### src/hw/fprs_pkg.sv
// Constants for the floppy controller drive-poll and result-status block.
// Assumes a 10 MHz reference clock and the data-rate select codes listed below.
package fprs_pkg;

  // Clock and timing.
  localparam int CLK_KHZ = 10000;
  localparam int POLL_TIME_US = 1000;
  localparam int POLL_CYCLES = (POLL_TIME_US * CLK_KHZ) / 1000;
  localparam int PDN_WAIT_MS = 512;
  localparam int PDN_WAIT_CYCLES = PDN_WAIT_MS * CLK_KHZ;
  localparam int STEP_PULSE_NS = 1000;
  localparam int STEP_CYCLES = (STEP_PULSE_NS * CLK_KHZ + 999999) / 1000000;

  // Data-rate select codes and their weights in units of 50 Kbps.
  localparam logic [1:0] RATE_500K = 2'h0;
  localparam logic [1:0] RATE_300K = 2'h1;
  localparam logic [1:0] RATE_250K = 2'h2;
  localparam logic [1:0] RATE_1M = 2'h3;
  localparam logic [4:0] WEIGHT_500K = 5'h0a;
  localparam logic [4:0] WEIGHT_300K = 5'h06;
  localparam logic [4:0] WEIGHT_250K = 5'h05;
  localparam logic [4:0] WEIGHT_1M = 5'h14;
  localparam int WEIGHT_REF = 10;

  // Data port offsets.
  localparam logic [2:0] MAIN_STATE_OFFSET = 3'h4;
  localparam logic [2:0] DATA_PORT_OFFSET = 3'h5;

  // Interrupt reason codes in the first status byte.
  localparam logic [1:0] REASON_NORMAL = 2'h0;
  localparam logic [1:0] REASON_ABNORMAL = 2'h1;
  localparam logic [1:0] REASON_INVALID = 2'h2;
  localparam logic [1:0] REASON_READY_CHG = 2'h3;

  // Field positions in the first status byte.
  localparam int FIRST_SIDE_BIT = 2;
  localparam int FIRST_EQUIP_BIT = 4;
  localparam int FIRST_SEEK_END_BIT = 5;
  // Field positions in the second status byte.
  localparam int SECOND_MISS_AM_BIT = 0;
  localparam int SECOND_WLOCK_BIT = 1;
  localparam int SECOND_NO_DATA_BIT = 2;
  localparam int SECOND_OVERRUN_BIT = 4;
  localparam int SECOND_CRC_BIT = 5;
  localparam int SECOND_EOT_BIT = 7;
  // Field positions in the third status byte.
  localparam int THIRD_AM_LOC_BIT = 0;
  localparam int THIRD_BAD_TRACK_BIT = 1;
  localparam int THIRD_SCAN_NOT_BIT = 2;
  localparam int THIRD_SCAN_HIT_BIT = 3;
  localparam int THIRD_WRONG_TRACK_BIT = 4;
  localparam int THIRD_CRC_DATA_BIT = 5;
  localparam int THIRD_CTRL_MARK_BIT = 6;

  // Main state register bit positions.
  localparam int MAIN_BUSY_BIT = 4;
  localparam int MAIN_DIO_BIT = 6;
  localparam int MAIN_RQM_BIT = 7;

  // Result lengths and reset values.
  localparam logic [1:0] LEN_TERM = 2'h3;
  localparam logic [1:0] LEN_SENSE = 2'h1;
  localparam logic [7:0] STATUS_RESET = 8'h00;
  localparam logic [7:0] INVALID_STATUS = 8'h80;

endpackage

### src/hw/fprs_poll_tick.sv
// Rate-scaled tick that starts each drive-poll phase.
// Assumes the rate select is a stable level from the same clock domain.
`timescale 1ns/10ps
module fprs_poll_tick #(
  parameter int POLL_CYCLES = fprs_pkg::POLL_CYCLES
) (
  input wire logic ref_clk_i,
  input wire logic reset_i,
  input wire logic [1:0] data_rate_i,
  output logic tick_o
);

  // The accumulator adds the rate in 50 Kbps units, so every rate but 300 Kbps gets an exact period.
  localparam logic [23:0] THRESH = 24'(POLL_CYCLES * fprs_pkg::WEIGHT_REF);

  typedef struct packed {
    logic [23:0] acc;
    logic tick;
  } fprs_tick_state_type;

  fprs_tick_state_type state_reg;
  fprs_tick_state_type state_next;

  always_comb begin
    logic [4:0] weight;
    logic [23:0] sum;
    weight = fprs_pkg::WEIGHT_500K;
    sum = 24'h000000;
    state_next = state_reg;
    unique case (data_rate_i)
      fprs_pkg::RATE_500K: weight = fprs_pkg::WEIGHT_500K;
      fprs_pkg::RATE_300K: weight = fprs_pkg::WEIGHT_300K;
      fprs_pkg::RATE_250K: weight = fprs_pkg::WEIGHT_250K;
      fprs_pkg::RATE_1M: weight = fprs_pkg::WEIGHT_1M;
    endcase
    sum = state_reg.acc + {19'h00000, weight};
    state_next.tick = 1'b0;
    if (sum >= THRESH) begin
      state_next.acc = sum - THRESH;
      state_next.tick = 1'b1;
    end else begin
      state_next.acc = sum;
    end
  end

  always_ff @(posedge ref_clk_i) begin
    if (reset_i) begin
      state_reg <= '0;
    end else begin
      state_reg <= state_next;
    end
  end

  assign tick_o = state_reg.tick;

endmodule

### src/hw/fprs_core.sv
// Drive-poll phase, head stepping, delayed power-down and result status bytes.
// Assumes all inputs come from controller logic on ref_clk_i; drive pins are
// synchronised there. Reset is the hardware or software reset of the unit.
`timescale 1ns/10ps
// How it works
// - Poll every 1 ms at 500 Kbps, rate-scaled
// - Toggle ready lines after reset, interrupt drive 0
// - Stepping and power-down run even unpolled
// - Wait 512 ms after motor-off before power-down
// - Withhold parameter ready until poll loop ends
// - Status bytes only in result phase
// - First byte holds drive and side
// - Unused status bits read zero
// - Homing without home track sets bit 4
// - Positioning commands completed set bit 5
// - Bits 7:6 carry interrupt reason
// - Missing mark flag and its location
// - Write-lock flag for write and format
// - Missing data flag, three cases
// - Overrun or underrun flag
// - CRC flag and field location
// - End of track without transfer-count end
// - Wrong track and bad track flags
// - Scan hit and scan not satisfied
// - Control mark flag
module fprs_core #(
  parameter int POLL_CYCLES = fprs_pkg::POLL_CYCLES,
  parameter int PDN_WAIT_CYCLES = fprs_pkg::PDN_WAIT_CYCLES,
  parameter int STEP_CYCLES = fprs_pkg::STEP_CYCLES
) (
  input wire logic ref_clk_i,
  input wire logic reset_i,
  input wire logic [1:0] data_rate_i,
  input wire logic idle_i,
  input wire logic poll_disable_i,
  input wire logic cmd_start_i,
  input wire logic [3:0] step_req_i,
  input wire logic [3:0] step_dir_i,
  input wire logic auto_pd_en_i,
  input wire logic motor_off_expired_i,
  input wire logic sense_int_i,
  input wire logic term_i,
  input wire logic [1:0] interrupt_reason_i,
  input wire logic [1:0] drive_sel_i,
  input wire logic side_select_out_i,
  input wire logic head_homing_cmd_i,
  input wire logic positioning_cmd_i,
  input wire logic home_track_in_i,
  input wire logic missing_am_i,
  input wire logic am_in_data_i,
  input wire logic write_cmd_i,
  input wire logic write_lock_i,
  input wire logic no_data_i,
  input wire logic overrun_i,
  input wire logic crc_err_i,
  input wire logic crc_in_data_i,
  input wire logic eot_no_tc_i,
  input wire logic wrong_track_i,
  input wire logic track_is_ff_i,
  input wire logic scan_hit_i,
  input wire logic scan_not_i,
  input wire logic control_mark_i,
  input wire logic port_rd_i,
  input wire logic [2:0] port_addr_i,
  output logic [7:0] rd_data_o,
  output logic rd_valid_o,
  output logic result_phase_o,
  output logic irq_o,
  output logic poll_active_o,
  output logic param_hold_o,
  output logic [3:0] drive_ready_o,
  output logic step_o,
  output logic dir_o,
  output logic [3:0] step_ack_o,
  output logic power_down_o
);

  typedef enum logic [3:0] {
    FPRS_IDLE = 4'h1,
    FPRS_POLL = 4'h2,
    FPRS_DIR = 4'h4,
    FPRS_STEP = 4'h8
  } fprs_fsm_type;

  typedef struct packed {
    fprs_fsm_type fsm;
    logic [1:0] drv;
    logic [7:0] step_cnt;
    logic [3:0] ready;
    logic [3:0] chg;
    logic after_reset;
    logic hold;
    logic pd_armed;
    logic [23:0] pd_cnt;
    logic power_down;
    logic step;
    logic dir;
    logic [3:0] step_ack;
    logic [7:0] first;
    logic [7:0] second;
    logic [7:0] third;
    logic res_phase;
    logic [1:0] res_idx;
    logic [1:0] res_len;
    logic [7:0] rd_data;
    logic rd_valid;
    logic irq;
    logic poll_active;
  } fprs_state_type;
  localparam logic [23:0] PDN_LAST = 24'(PDN_WAIT_CYCLES - 1);
  localparam logic [7:0] STEP_LAST = 8'(STEP_CYCLES - 1);
  fprs_state_type state_reg;
  fprs_state_type state_next;
  logic poll_tick;

  fprs_poll_tick #(
    .POLL_CYCLES(POLL_CYCLES)
  ) u_tick (
    .ref_clk_i(ref_clk_i),
    .reset_i(reset_i),
    .data_rate_i(data_rate_i),
    .tick_o(poll_tick)
  );

  always_comb begin
    logic last_drive;
    logic found;
    logic [1:0] sense_drv;
    last_drive = (state_reg.drv == 2'h3);
    found = 1'b0;
    sense_drv = 2'h0;
    state_next = state_reg;
    state_next.rd_valid = 1'b0;
    state_next.step_ack = 4'h0;
    state_next.hold = state_reg.hold && state_reg.fsm != FPRS_IDLE;
    unique case (state_reg.fsm)
      FPRS_IDLE: begin
        if (poll_tick && idle_i) begin
          state_next.fsm = FPRS_POLL;
          state_next.drv = 2'h0;
        end
      end
      FPRS_POLL: begin
        if (state_reg.after_reset && !poll_disable_i) begin
          state_next.ready[state_reg.drv] = ~state_reg.ready[state_reg.drv];
          state_next.chg[state_reg.drv] = 1'b1;
        end
        if (auto_pd_en_i && motor_off_expired_i) begin
          state_next.pd_armed = 1'b1;
        end
        if (step_req_i[state_reg.drv]) begin
          state_next.dir = step_dir_i[state_reg.drv];
          state_next.fsm = FPRS_DIR;
        end else if (last_drive) begin
          state_next.fsm = FPRS_IDLE;
        end else begin
          state_next.drv = state_reg.drv + 2'h1;
        end
      end
      FPRS_DIR: begin
        // The direction level settles one cycle before the step pulse rises.
        state_next.step = 1'b1;
        state_next.step_cnt = 8'h00;
        state_next.fsm = FPRS_STEP;
      end
      FPRS_STEP: begin
        if (state_reg.step_cnt == STEP_LAST) begin
          state_next.step = 1'b0;
          state_next.step_ack[state_reg.drv] = 1'b1;
          if (last_drive) begin
            state_next.fsm = FPRS_IDLE;
          end else begin
            state_next.drv = state_reg.drv + 2'h1;
            state_next.fsm = FPRS_POLL;
          end
        end else begin
          state_next.step_cnt = state_reg.step_cnt + 8'h01;
        end
      end
    endcase
    state_next.poll_active = state_next.fsm != FPRS_IDLE;
    // End of one whole poll loop.
    if (state_reg.fsm != FPRS_IDLE && state_next.fsm == FPRS_IDLE) begin
      state_next.after_reset = 1'b0;
      state_next.hold = 1'b0;
    end
    if (cmd_start_i && state_reg.fsm != FPRS_IDLE) begin
      state_next.hold = 1'b1;
    end
    if (!(auto_pd_en_i && motor_off_expired_i) || cmd_start_i) begin
      state_next.pd_armed = 1'b0;
      state_next.pd_cnt = 24'h000000;
      state_next.power_down = 1'b0;
    end else if (state_reg.pd_armed) begin
      if (state_reg.pd_cnt == PDN_LAST) begin
        state_next.power_down = 1'b1;
      end else begin
        state_next.pd_cnt = state_reg.pd_cnt + 24'h000001;
      end
    end

    if (term_i && !state_reg.res_phase) begin
      state_next.res_phase = 1'b1;
      state_next.res_idx = 2'h0;
      state_next.res_len = fprs_pkg::LEN_TERM;
      state_next.irq = 1'b1;
      state_next.first = fprs_pkg::STATUS_RESET;
      state_next.second = fprs_pkg::STATUS_RESET;
      state_next.third = fprs_pkg::STATUS_RESET;
      if (interrupt_reason_i == fprs_pkg::REASON_INVALID) begin
        state_next.first = fprs_pkg::INVALID_STATUS;
      end else begin
        state_next.first[7:6] = interrupt_reason_i;
        state_next.first[1:0] = drive_sel_i;
        state_next.first[fprs_pkg::FIRST_SIDE_BIT] = side_select_out_i;
        state_next.first[fprs_pkg::FIRST_EQUIP_BIT] = head_homing_cmd_i && !home_track_in_i;
        state_next.first[fprs_pkg::FIRST_SEEK_END_BIT] = positioning_cmd_i;
        state_next.second[fprs_pkg::SECOND_MISS_AM_BIT] = missing_am_i;
        state_next.third[fprs_pkg::THIRD_AM_LOC_BIT] = missing_am_i && am_in_data_i;
        state_next.second[fprs_pkg::SECOND_WLOCK_BIT] = write_cmd_i && write_lock_i;
        state_next.second[fprs_pkg::SECOND_NO_DATA_BIT] = no_data_i;
        state_next.second[fprs_pkg::SECOND_OVERRUN_BIT] = overrun_i;
        state_next.second[fprs_pkg::SECOND_CRC_BIT] = crc_err_i;
        state_next.third[fprs_pkg::THIRD_CRC_DATA_BIT] = crc_err_i && crc_in_data_i;
        state_next.second[fprs_pkg::SECOND_EOT_BIT] = eot_no_tc_i;
        state_next.third[fprs_pkg::THIRD_WRONG_TRACK_BIT] = wrong_track_i;
        state_next.third[fprs_pkg::THIRD_BAD_TRACK_BIT] = wrong_track_i && track_is_ff_i;
        state_next.third[fprs_pkg::THIRD_SCAN_HIT_BIT] = scan_hit_i;
        state_next.third[fprs_pkg::THIRD_SCAN_NOT_BIT] = scan_not_i;
        state_next.third[fprs_pkg::THIRD_CTRL_MARK_BIT] = control_mark_i;
      end
    end else if (sense_int_i && !state_reg.res_phase) begin
      for (int i = 3; i >= 0; i--) begin
        if (state_reg.chg[i]) begin
          found = 1'b1;
          sense_drv = 2'(i);
        end
      end
      state_next.res_phase = 1'b1;
      state_next.res_idx = 2'h0;
      state_next.res_len = fprs_pkg::LEN_SENSE;
      if (found) begin
        state_next.first = {fprs_pkg::REASON_READY_CHG, 4'h0, sense_drv};
        state_next.chg[sense_drv] = 1'b0;
        // A set from the poll loop in this same cycle must survive the clear.
        if (state_reg.fsm == FPRS_POLL && state_reg.drv == sense_drv &&
            state_reg.after_reset && !poll_disable_i) begin
          state_next.chg[sense_drv] = 1'b1;
        end
        if (state_reg.chg == (4'h1 << sense_drv)) begin
          state_next.irq = 1'b0;
        end
      end else begin
        state_next.first = fprs_pkg::INVALID_STATUS;
      end
    end

    // data port and main state reads
    if (port_rd_i) begin
      state_next.rd_valid = 1'b1;
      state_next.rd_data = 8'h00;
      if (port_addr_i == fprs_pkg::MAIN_STATE_OFFSET) begin
        state_next.rd_data[3:0] = state_reg.chg;
        state_next.rd_data[fprs_pkg::MAIN_BUSY_BIT] = state_reg.res_phase;
        state_next.rd_data[fprs_pkg::MAIN_DIO_BIT] = state_reg.res_phase;
        state_next.rd_data[fprs_pkg::MAIN_RQM_BIT] = !state_reg.hold;
      end else if (port_addr_i == fprs_pkg::DATA_PORT_OFFSET && state_reg.res_phase) begin
        unique case (state_reg.res_idx)
          2'h0: state_next.rd_data = state_reg.first;
          2'h1: state_next.rd_data = state_reg.second;
          default: state_next.rd_data = state_reg.third;
        endcase
        if (state_reg.res_idx == 2'h0) begin
          state_next.irq = 1'b0;
        end
        if (state_reg.res_idx == state_reg.res_len - 2'h1) begin
          state_next.res_phase = 1'b0;
        end else begin
          state_next.res_idx = state_reg.res_idx + 2'h1;
        end
      end
    end
    // interrupt for drive 0; this set wins over the read and query clears.
    if (state_reg.fsm != FPRS_IDLE && state_next.fsm == FPRS_IDLE && state_reg.after_reset &&
        !poll_disable_i) begin
      state_next.irq = 1'b1;
    end
  end

  always_ff @(posedge ref_clk_i) begin
    if (reset_i) begin
      state_reg <= '0;
      state_reg.fsm <= FPRS_IDLE;
      state_reg.after_reset <= 1'b1;
    end else begin
      state_reg <= state_next;
    end
  end

  assign rd_data_o = state_reg.rd_data;
  assign rd_valid_o = state_reg.rd_valid;
  assign result_phase_o = state_reg.res_phase;
  assign irq_o = state_reg.irq;
  assign poll_active_o = state_reg.poll_active;
  assign param_hold_o = state_reg.hold;
  assign drive_ready_o = state_reg.ready;
  assign step_o = state_reg.step;
  assign dir_o = state_reg.dir;
  assign step_ack_o = state_reg.step_ack;
  assign power_down_o = state_reg.power_down;

endmodule

### config.mk
export PLATFORM = sky130hd
export DESIGN_NAME = fprs_core
export DESIGN_NICKNAME = d
export VERILOG_FILES = /design/src/hw/fprs_pkg.sv /design/src/hw/fprs_poll_tick.sv /design/src/hw/fprs_core.sv
export SDC_FILE = /design/constraint.sdc
export NUM_CORES = 1
export LEC_CHECK = 0
export ABC_AREA = 1
export ABC_CLOCK_PERIOD_IN_PS = 3450
export BUFFER_PORTS_ARGS = -buffer_cell sky130_fd_sc_hd__buf_2
export CAP_MARGIN = 30
export CORE_MARGIN = 5
export CORE_UTILIZATION = 50
export DETAILED_ROUTE_END_ITERATION = 10
export PLACE_DENSITY = 0.75
export SLEW_MARGIN = 10
export SYNTH_ARGS = -nofsm -noshare
export SYNTH_HDL_FRONTEND = slang
export SYNTH_SLANG_ARGS = --single-unit
### constraint.sdc
create_clock -name ref_clk_i -period 3.45 [get_ports ref_clk_i]
set_input_delay 0.345 -clock ref_clk_i [delete_from_list [all_inputs] [get_ports ref_clk_i]]
set_output_delay 0.345 -clock ref_clk_i [all_outputs]
set_load 0.01 [all_outputs]
* Yosys cells after proc, flatten, opt, wreduce, memory -nomap -nowiden
Index checks and enable logic that the tools add are counted.
Widths: inputs -> output; s select.
** Storage, ports and cells
- Register bits :: 118
- Bits of input ports :: 45
- Logic and storage cells :: 191
- Output and inout bits :: 24
** Operators by class
- Reduce and logical (&&, ||, !) cells :: 43
- Eq/ne operators :: 24
- Bitwise logic cells :: 8
- $lt $le $gt $ge :: 5
- $add $sub $neg :: 7
- Muxes and demuxes :: 77
- Shifts and indexed selects :: 1
** Operator list (number)
- $mux 4 :: 9
- $mux 8 :: 4
- $pmux 8 s2 :: 2
- $mux 1 :: 26
- $mux 2 :: 13
- $add 24x1->24 const B :: 1
- $add 24x5->24 :: 1
- $eq 24x23->1 const B :: 1
- $ge 24x17->1 const B :: 1
- $mux 24 :: 1
- $sub 24x17->24 const B :: 1
- $logic_and 1x1->1 :: 21
- $pmux 5 s4 :: 1
- $pmux 4 s4 :: 1
- $mux 3 :: 5
- $mux 5 :: 3
- $mux 7 :: 2
- $reduce_and 2->1 :: 7
- $mux 6 :: 2
- $add 8x1->8 const B :: 1
- $eq 2x2->1 const B :: 4
- $eq 4x1->1 const B :: 2
- $eq 8x4->1 const B :: 1
- $ne 2x2->1 const B :: 4
- other kinds (30) :: 51

* Logic depth before layout (Yosys ltp)
- Depth in word-level cells :: 17
- Depth in mapped cells :: 22
- Depth with buffers taken out :: 22

* By module
From an unflattened synthesis, not the netlist that was laid out.
** Second synthesis, totals
- Cell total of the unflattened synthesis :: 1161
- Area, all modules :: 7463.4 um2
** Modules (own cells, without submodules)
- fprs_core :: cells an instance 726, seq. area each 1841.8 um2, area each 4994.8 um2, times used 1
- fprs_poll_tick :: cells an instance 435, seq. area each 500.5 um2, area each 2468.6 um2, times used 1

* Worst setup path after synthesis
OpenSTA, ideal clock, no wires.
- Kind :: input port to flip-flop
- Start point :: input port data_rate_i[1]
- End point :: register u_tick.state_reg[16] (netlist name)
- Buffers on the path :: 1
- Arrival time :: 2379 ps
- Setup slack :: 956 ps
- Setup time :: 115 ps
- Data required time :: 3335 ps
- Cell stages on the path :: 20
- Cell sequence :: inv_1 -> nor2_1 -> ha_1 -> inv_1 -> fa_1 -> inv_1 -> nand2_1 -> nand2_1 -> nand3_1 -> nand2_2 -> nand3_1 -> nand2_1 -> nand2_1 -> nor2_2 -> nand3_1 -> nor2_4 -> nand2_4 -> buf_6 -> a21oi_1 -> nor2_1
** On the way
- Cells in the longest elaborated chain, start to end :: 5
- Elaborated cells on any way between the ends :: 9
- Those cells by class :: add/sub (2); order compare (1); eq/ne (3); mux (2); reduce/logical (1)
** Ends and longest elaborated chain
- start, declared :: RTL line fprs_core.sv:33 : input wire logic [1:0] data_rate_i,
- $eq 2x2->1 (tied with other cells) :: RTL line fprs_poll_tick.sv:30 : unique case (data_rate_i)
- $pmux 5 s4 * :: RTL line fprs_poll_tick.sv:30
- $add 24x5->24 * :: RTL line fprs_poll_tick.sv:36 : sum = state_reg.acc + {19'h00000, weight};
- $sub 24x17->24 / $ge 24x17->1 (equally long branches) :: RTL line fprs_poll_tick.sv:39, fprs_poll_tick.sv:38
- $mux 24 * :: RTL line fprs_poll_tick.sv:38 : if (sum >= THRESH) begin
- end signal, assigned :: RTL line fprs_poll_tick.sv:50 : state_reg <= state_next;
- end, declared :: RTL line fprs_poll_tick.sv:21 : fprs_tick_state_type state_reg;
Mark *: on every way between the ends. The rest lies on a longest branch, timed or not.
A chain may end at the register's enable or synchronous reset.

* Worst setup path after layout
- Start point :: register u_tick.state_reg[1] (netlist name)
- End point :: register u_tick.state_reg[6] (netlist name)
** On the way
- Cells in the longest elaborated chain, start to end :: 3
- Elaborated cells on any way between the ends :: 4
- Those cells by class :: add/sub (2); order compare (1); mux (1)
** Ends and longest elaborated chain (RTL line)
- $add 24x5->24 * :: fprs_poll_tick.sv:36
- $sub 24x17->24 / $ge 24x17->1 (equally long branches) :: fprs_poll_tick.sv:39, fprs_poll_tick.sv:38
- $mux 24 * :: fprs_poll_tick.sv:38
Marked as above.

==> results by group <==
Run status
  • Run status: finished clean

Place
  • DP Worst Slack: 0.4520 ns
  • I/O Buffers: 68
  • Placed instance area: 6829 um2
  • HPWL Detailed: 11.99 mm
  • # placed instances: 1199
  • RD Place Congestion: 0.9616

Synthesis
  • Post-synth EDFFs: 0
  • Synth Area in Simple Gates: 33.44%
  • Sequential share of the synthesized area: 36.38%
  • Leading area contributor after synthesis: dfxtp_1
  • Largest family of logic cells by synthesized area: simple AND/OR/NAND/NOR gates
  • Post-synth top flop: dfxtp_1
  • Post-Synth Adder-Cell Area: 2.449%
  • Compound-Gate Fraction of Synth Area: 14.30%
  • Multiplexer share of the synthesized area: 0%
  • Ys Warns: 0
  • Mapped Cells: 987
  • Yosys cell types: 49
  • Synth Area in XOR/XNOR: 1.885%
  • Syn Nets: 1044
  • FFs w/ async S/R, synth: 0%
  • Share of the synthesized area in the top cell type: 36.38%
  • Mapped Area: 6439 um2
  • Largest cells by area after synthesis: dfxtp_1 36%, nand2_1 14%, inv_1 8.0%, nor2_1 6.8%, a21oi_1 6.3%
  • #FFs+latches synth: 117
  • Synth Area per Inst: 6.523 um2

Clocking
  • Post-cts sizing count: 0
  • Clk slew on worst S/H paths: 0.06 ns
  • Clock Latency Late Sink: 0.42 ns
  • Sink Count: 117
  • CTS max path bufs: 2
  • TritonCTS buffer count: 17
  • H-tree depth: 4
  • TritonCTS clock tree: built
  • Root Driver: clkbuf_16
  • Setup Buffers After CTS: 0
  • Post-CTS Hold Fix Bufs: 0

Min path
  • Worst min-delay path category: input port to flop

Setup path
  • Worst-path cell chain: ha_1, inv_1, fa_1, inv_1, nand2_1, nand2_1, nand3_1, nand2_2, nand3_1, nand2_1, nand2_1, nor2_2, nand3_1, nor2_4, nand2_4, inv_1, nand2_1, nand2_1, nor2_1
  • Type of origin of the critical path: flop
  • Cell family with most CP delay: simple AND/OR/NAND/NOR gates
  • WS Path Type: flop to flop
  • CP required: 3.76 ns
  • Most frequent CP cell: nand2_1
  • Worst EP arrival: 3.00 ns
  • Crit Path Max Fanout: 25
  • Crit end category: flop
  • CP bufs+invs: 3
  • Peak per-stage delay on the critical path: 0.38 ns
  • Critical path's slowest cell: fa_1

Route
  • Via count: 6311
  • Met1 WL: 7.255 mm
  • Routed WL: 15.99 mm
  • Max Used Layer: met4
  • Post-route ant nets: 0
  • WL met3: 1.041 mm
  • First DRT Iteration DRCs: 522
  • Vias per Instance: 5.127
  • Remaining routing DRC violations: 0
  • Avg WL per Cell: 12.99 um
  • WL met2: 7.308 mm
  • Pre-antenna DRT Iters: 5

Timing
  • Slew Limit Fails: 0
  • Final count of hold timing violations: 0
  • Measured slew at the worst slew-check pin: 0.7931 ns
  • Fmax: 372.4 MHz
  • Post-route clock period utilization: 77.83%
  • Setup TNS: 0 ns
  • Minimum clock period: 2.685 ns
  • Clock skew: 0.006658 ns
  • RSZ-0062 raised after global routing: false
  • Relative slew slack: 47.07%
  • Worst hold slack: 0.1647 ns
  • Setup slack after layout: 0.7648 ns
  • Final setup fails: 0

Pwr
  • VDD IR max: 345.4 uV
  • Tot Pwr: 4.765 mW
  • Leak Pwr: 3.303 nW
  • Power Density: 640.6 nW/um2

Finish
  • Antenna diodes: 0
  • Most frequent cells in the layout: 247 x nand2_1, 138 x inv_1, 117 x nor2_1, 117 x dfxtp_1, 81 x a21oi_1
  • Post-route insts no fill: 1231
  • Fin util: 58.94%
  • Largest register FFs: 68
  • Layout cell share with drive strength beyond 1: 12.46%
  • Commonest non-fill, non-tap cell in the layout: nand2_1
  • Nets: 1103
  • Layout area overhead: 15.53%
  • Design area: 7438 um2

Floorplan
  • Core area: 12620 um2
  • Die height: 123.5 um
  • Die ar.: 15250 um2
  • Die span in x: 123.5 um
  • Row count: 41
  • Starting Density: 51.02%
  • Boundary pin count: 69

Global routing
  • Largest net degree at the start of global routing: 39
  • Vias in the first global route: 5718
  • Grt ovf: 0
  • Initial antenna violation count: 0
  • Overall Global Routing Usage: 22.13%
  • First-pass GRT wire length: 26.53 mm

Job
  • Max-cap violations: 0
layout make-up:
type	instances	area [um2]
Inverter	146	548.0
Fill cell	1283	5181
Tap cell	172	215.2
Sequential cell	117	2342
Multi-Input combinational cell	692	3353
Clock inverter	13	156.4
Timing Repair Buffer	72	370.4
Clock buffer	19	452.9
path summary, 6_finish.rpt:
kind | slack, ns | from | depth (start not counted) | endpoint
worst min-delay path | 0.16 | overrun_i | 3 | state_reg[28]
worst min register to register | 0.45 | state_reg[55] | 1 | state_reg[55]
worst max register to register | 0.76 | u_tick.state_reg[1] | 19 | u_tick.state_reg[6]
worst max-delay path | 0.76 | u_tick.state_reg[1] | 19 | u_tick.state_reg[6]
synth_stat cells, types with 3 or more instances:
library cell / n
ha_1: 11
a221oi_1: 3
dfxtp_1: 117
inv_1: 138
o21a_1: 3
nand3b_1: 6
nor4_1: 5
nor3_1: 23
nand4_1: 11
xnor2_1: 4
clkinv_1: 3
a211oi_1: 3
nor2_2: 6
xor2_1: 8
o21ai_0: 49
nand2_1: 247
buf_4: 16
nand2_2: 10
a41oi_1: 3
nand3_1: 68
clkbuf_1: 14
a21oi_1: 81
a31oi_1: 6
inv_2: 5
nor2_1: 117
where the power goes:
group / internal (mW) / switching (mW) / total [mW]
registers: 1.50 / 0.151 / 1.65
clock network: 1.17 / 0.634 / 1.80
logic: 0.446 / 0.866 / 1.31
total: 3.11 / 1.65 / 4.76
worst reg2reg max path, stage by stage (launching register included):
cell     delay (ns)
dfxtp_1        0.32
ha_1           0.16
inv_1          0.05
fa_1           0.38
inv_1          0.09
nand2_1        0.06
nand2_1        0.08
nand3_1        0.08
nand2_2        0.15
nand3_1        0.10
nand2_1        0.07
nand2_1        0.11
nor2_2         0.12
nand3_1        0.15
nor2_4         0.16
nand2_4        0.18
inv_1          0.17
nand2_1        0.06
nand2_1        0.06
nor2_1         0.04
metal layers:
metal	vias to the layer above	global-route usage [%]
met5	-	0
met4	0	7.682
met3	28	6.359
met2	186	35.47
met1	2801	28.51
li1	3296	-
logic make-up (layout without fill, tap and decap cells):
logic type | Yosys count | after routing
xor+xnor | 13 | 13
flops | 117 | 117
fa+ha+maj | 12 | 12
simple gates | 503 | 503
compound gates | 164 | 164
buf+inv | 178 | 250
Power figures use the tool's default switching activity.
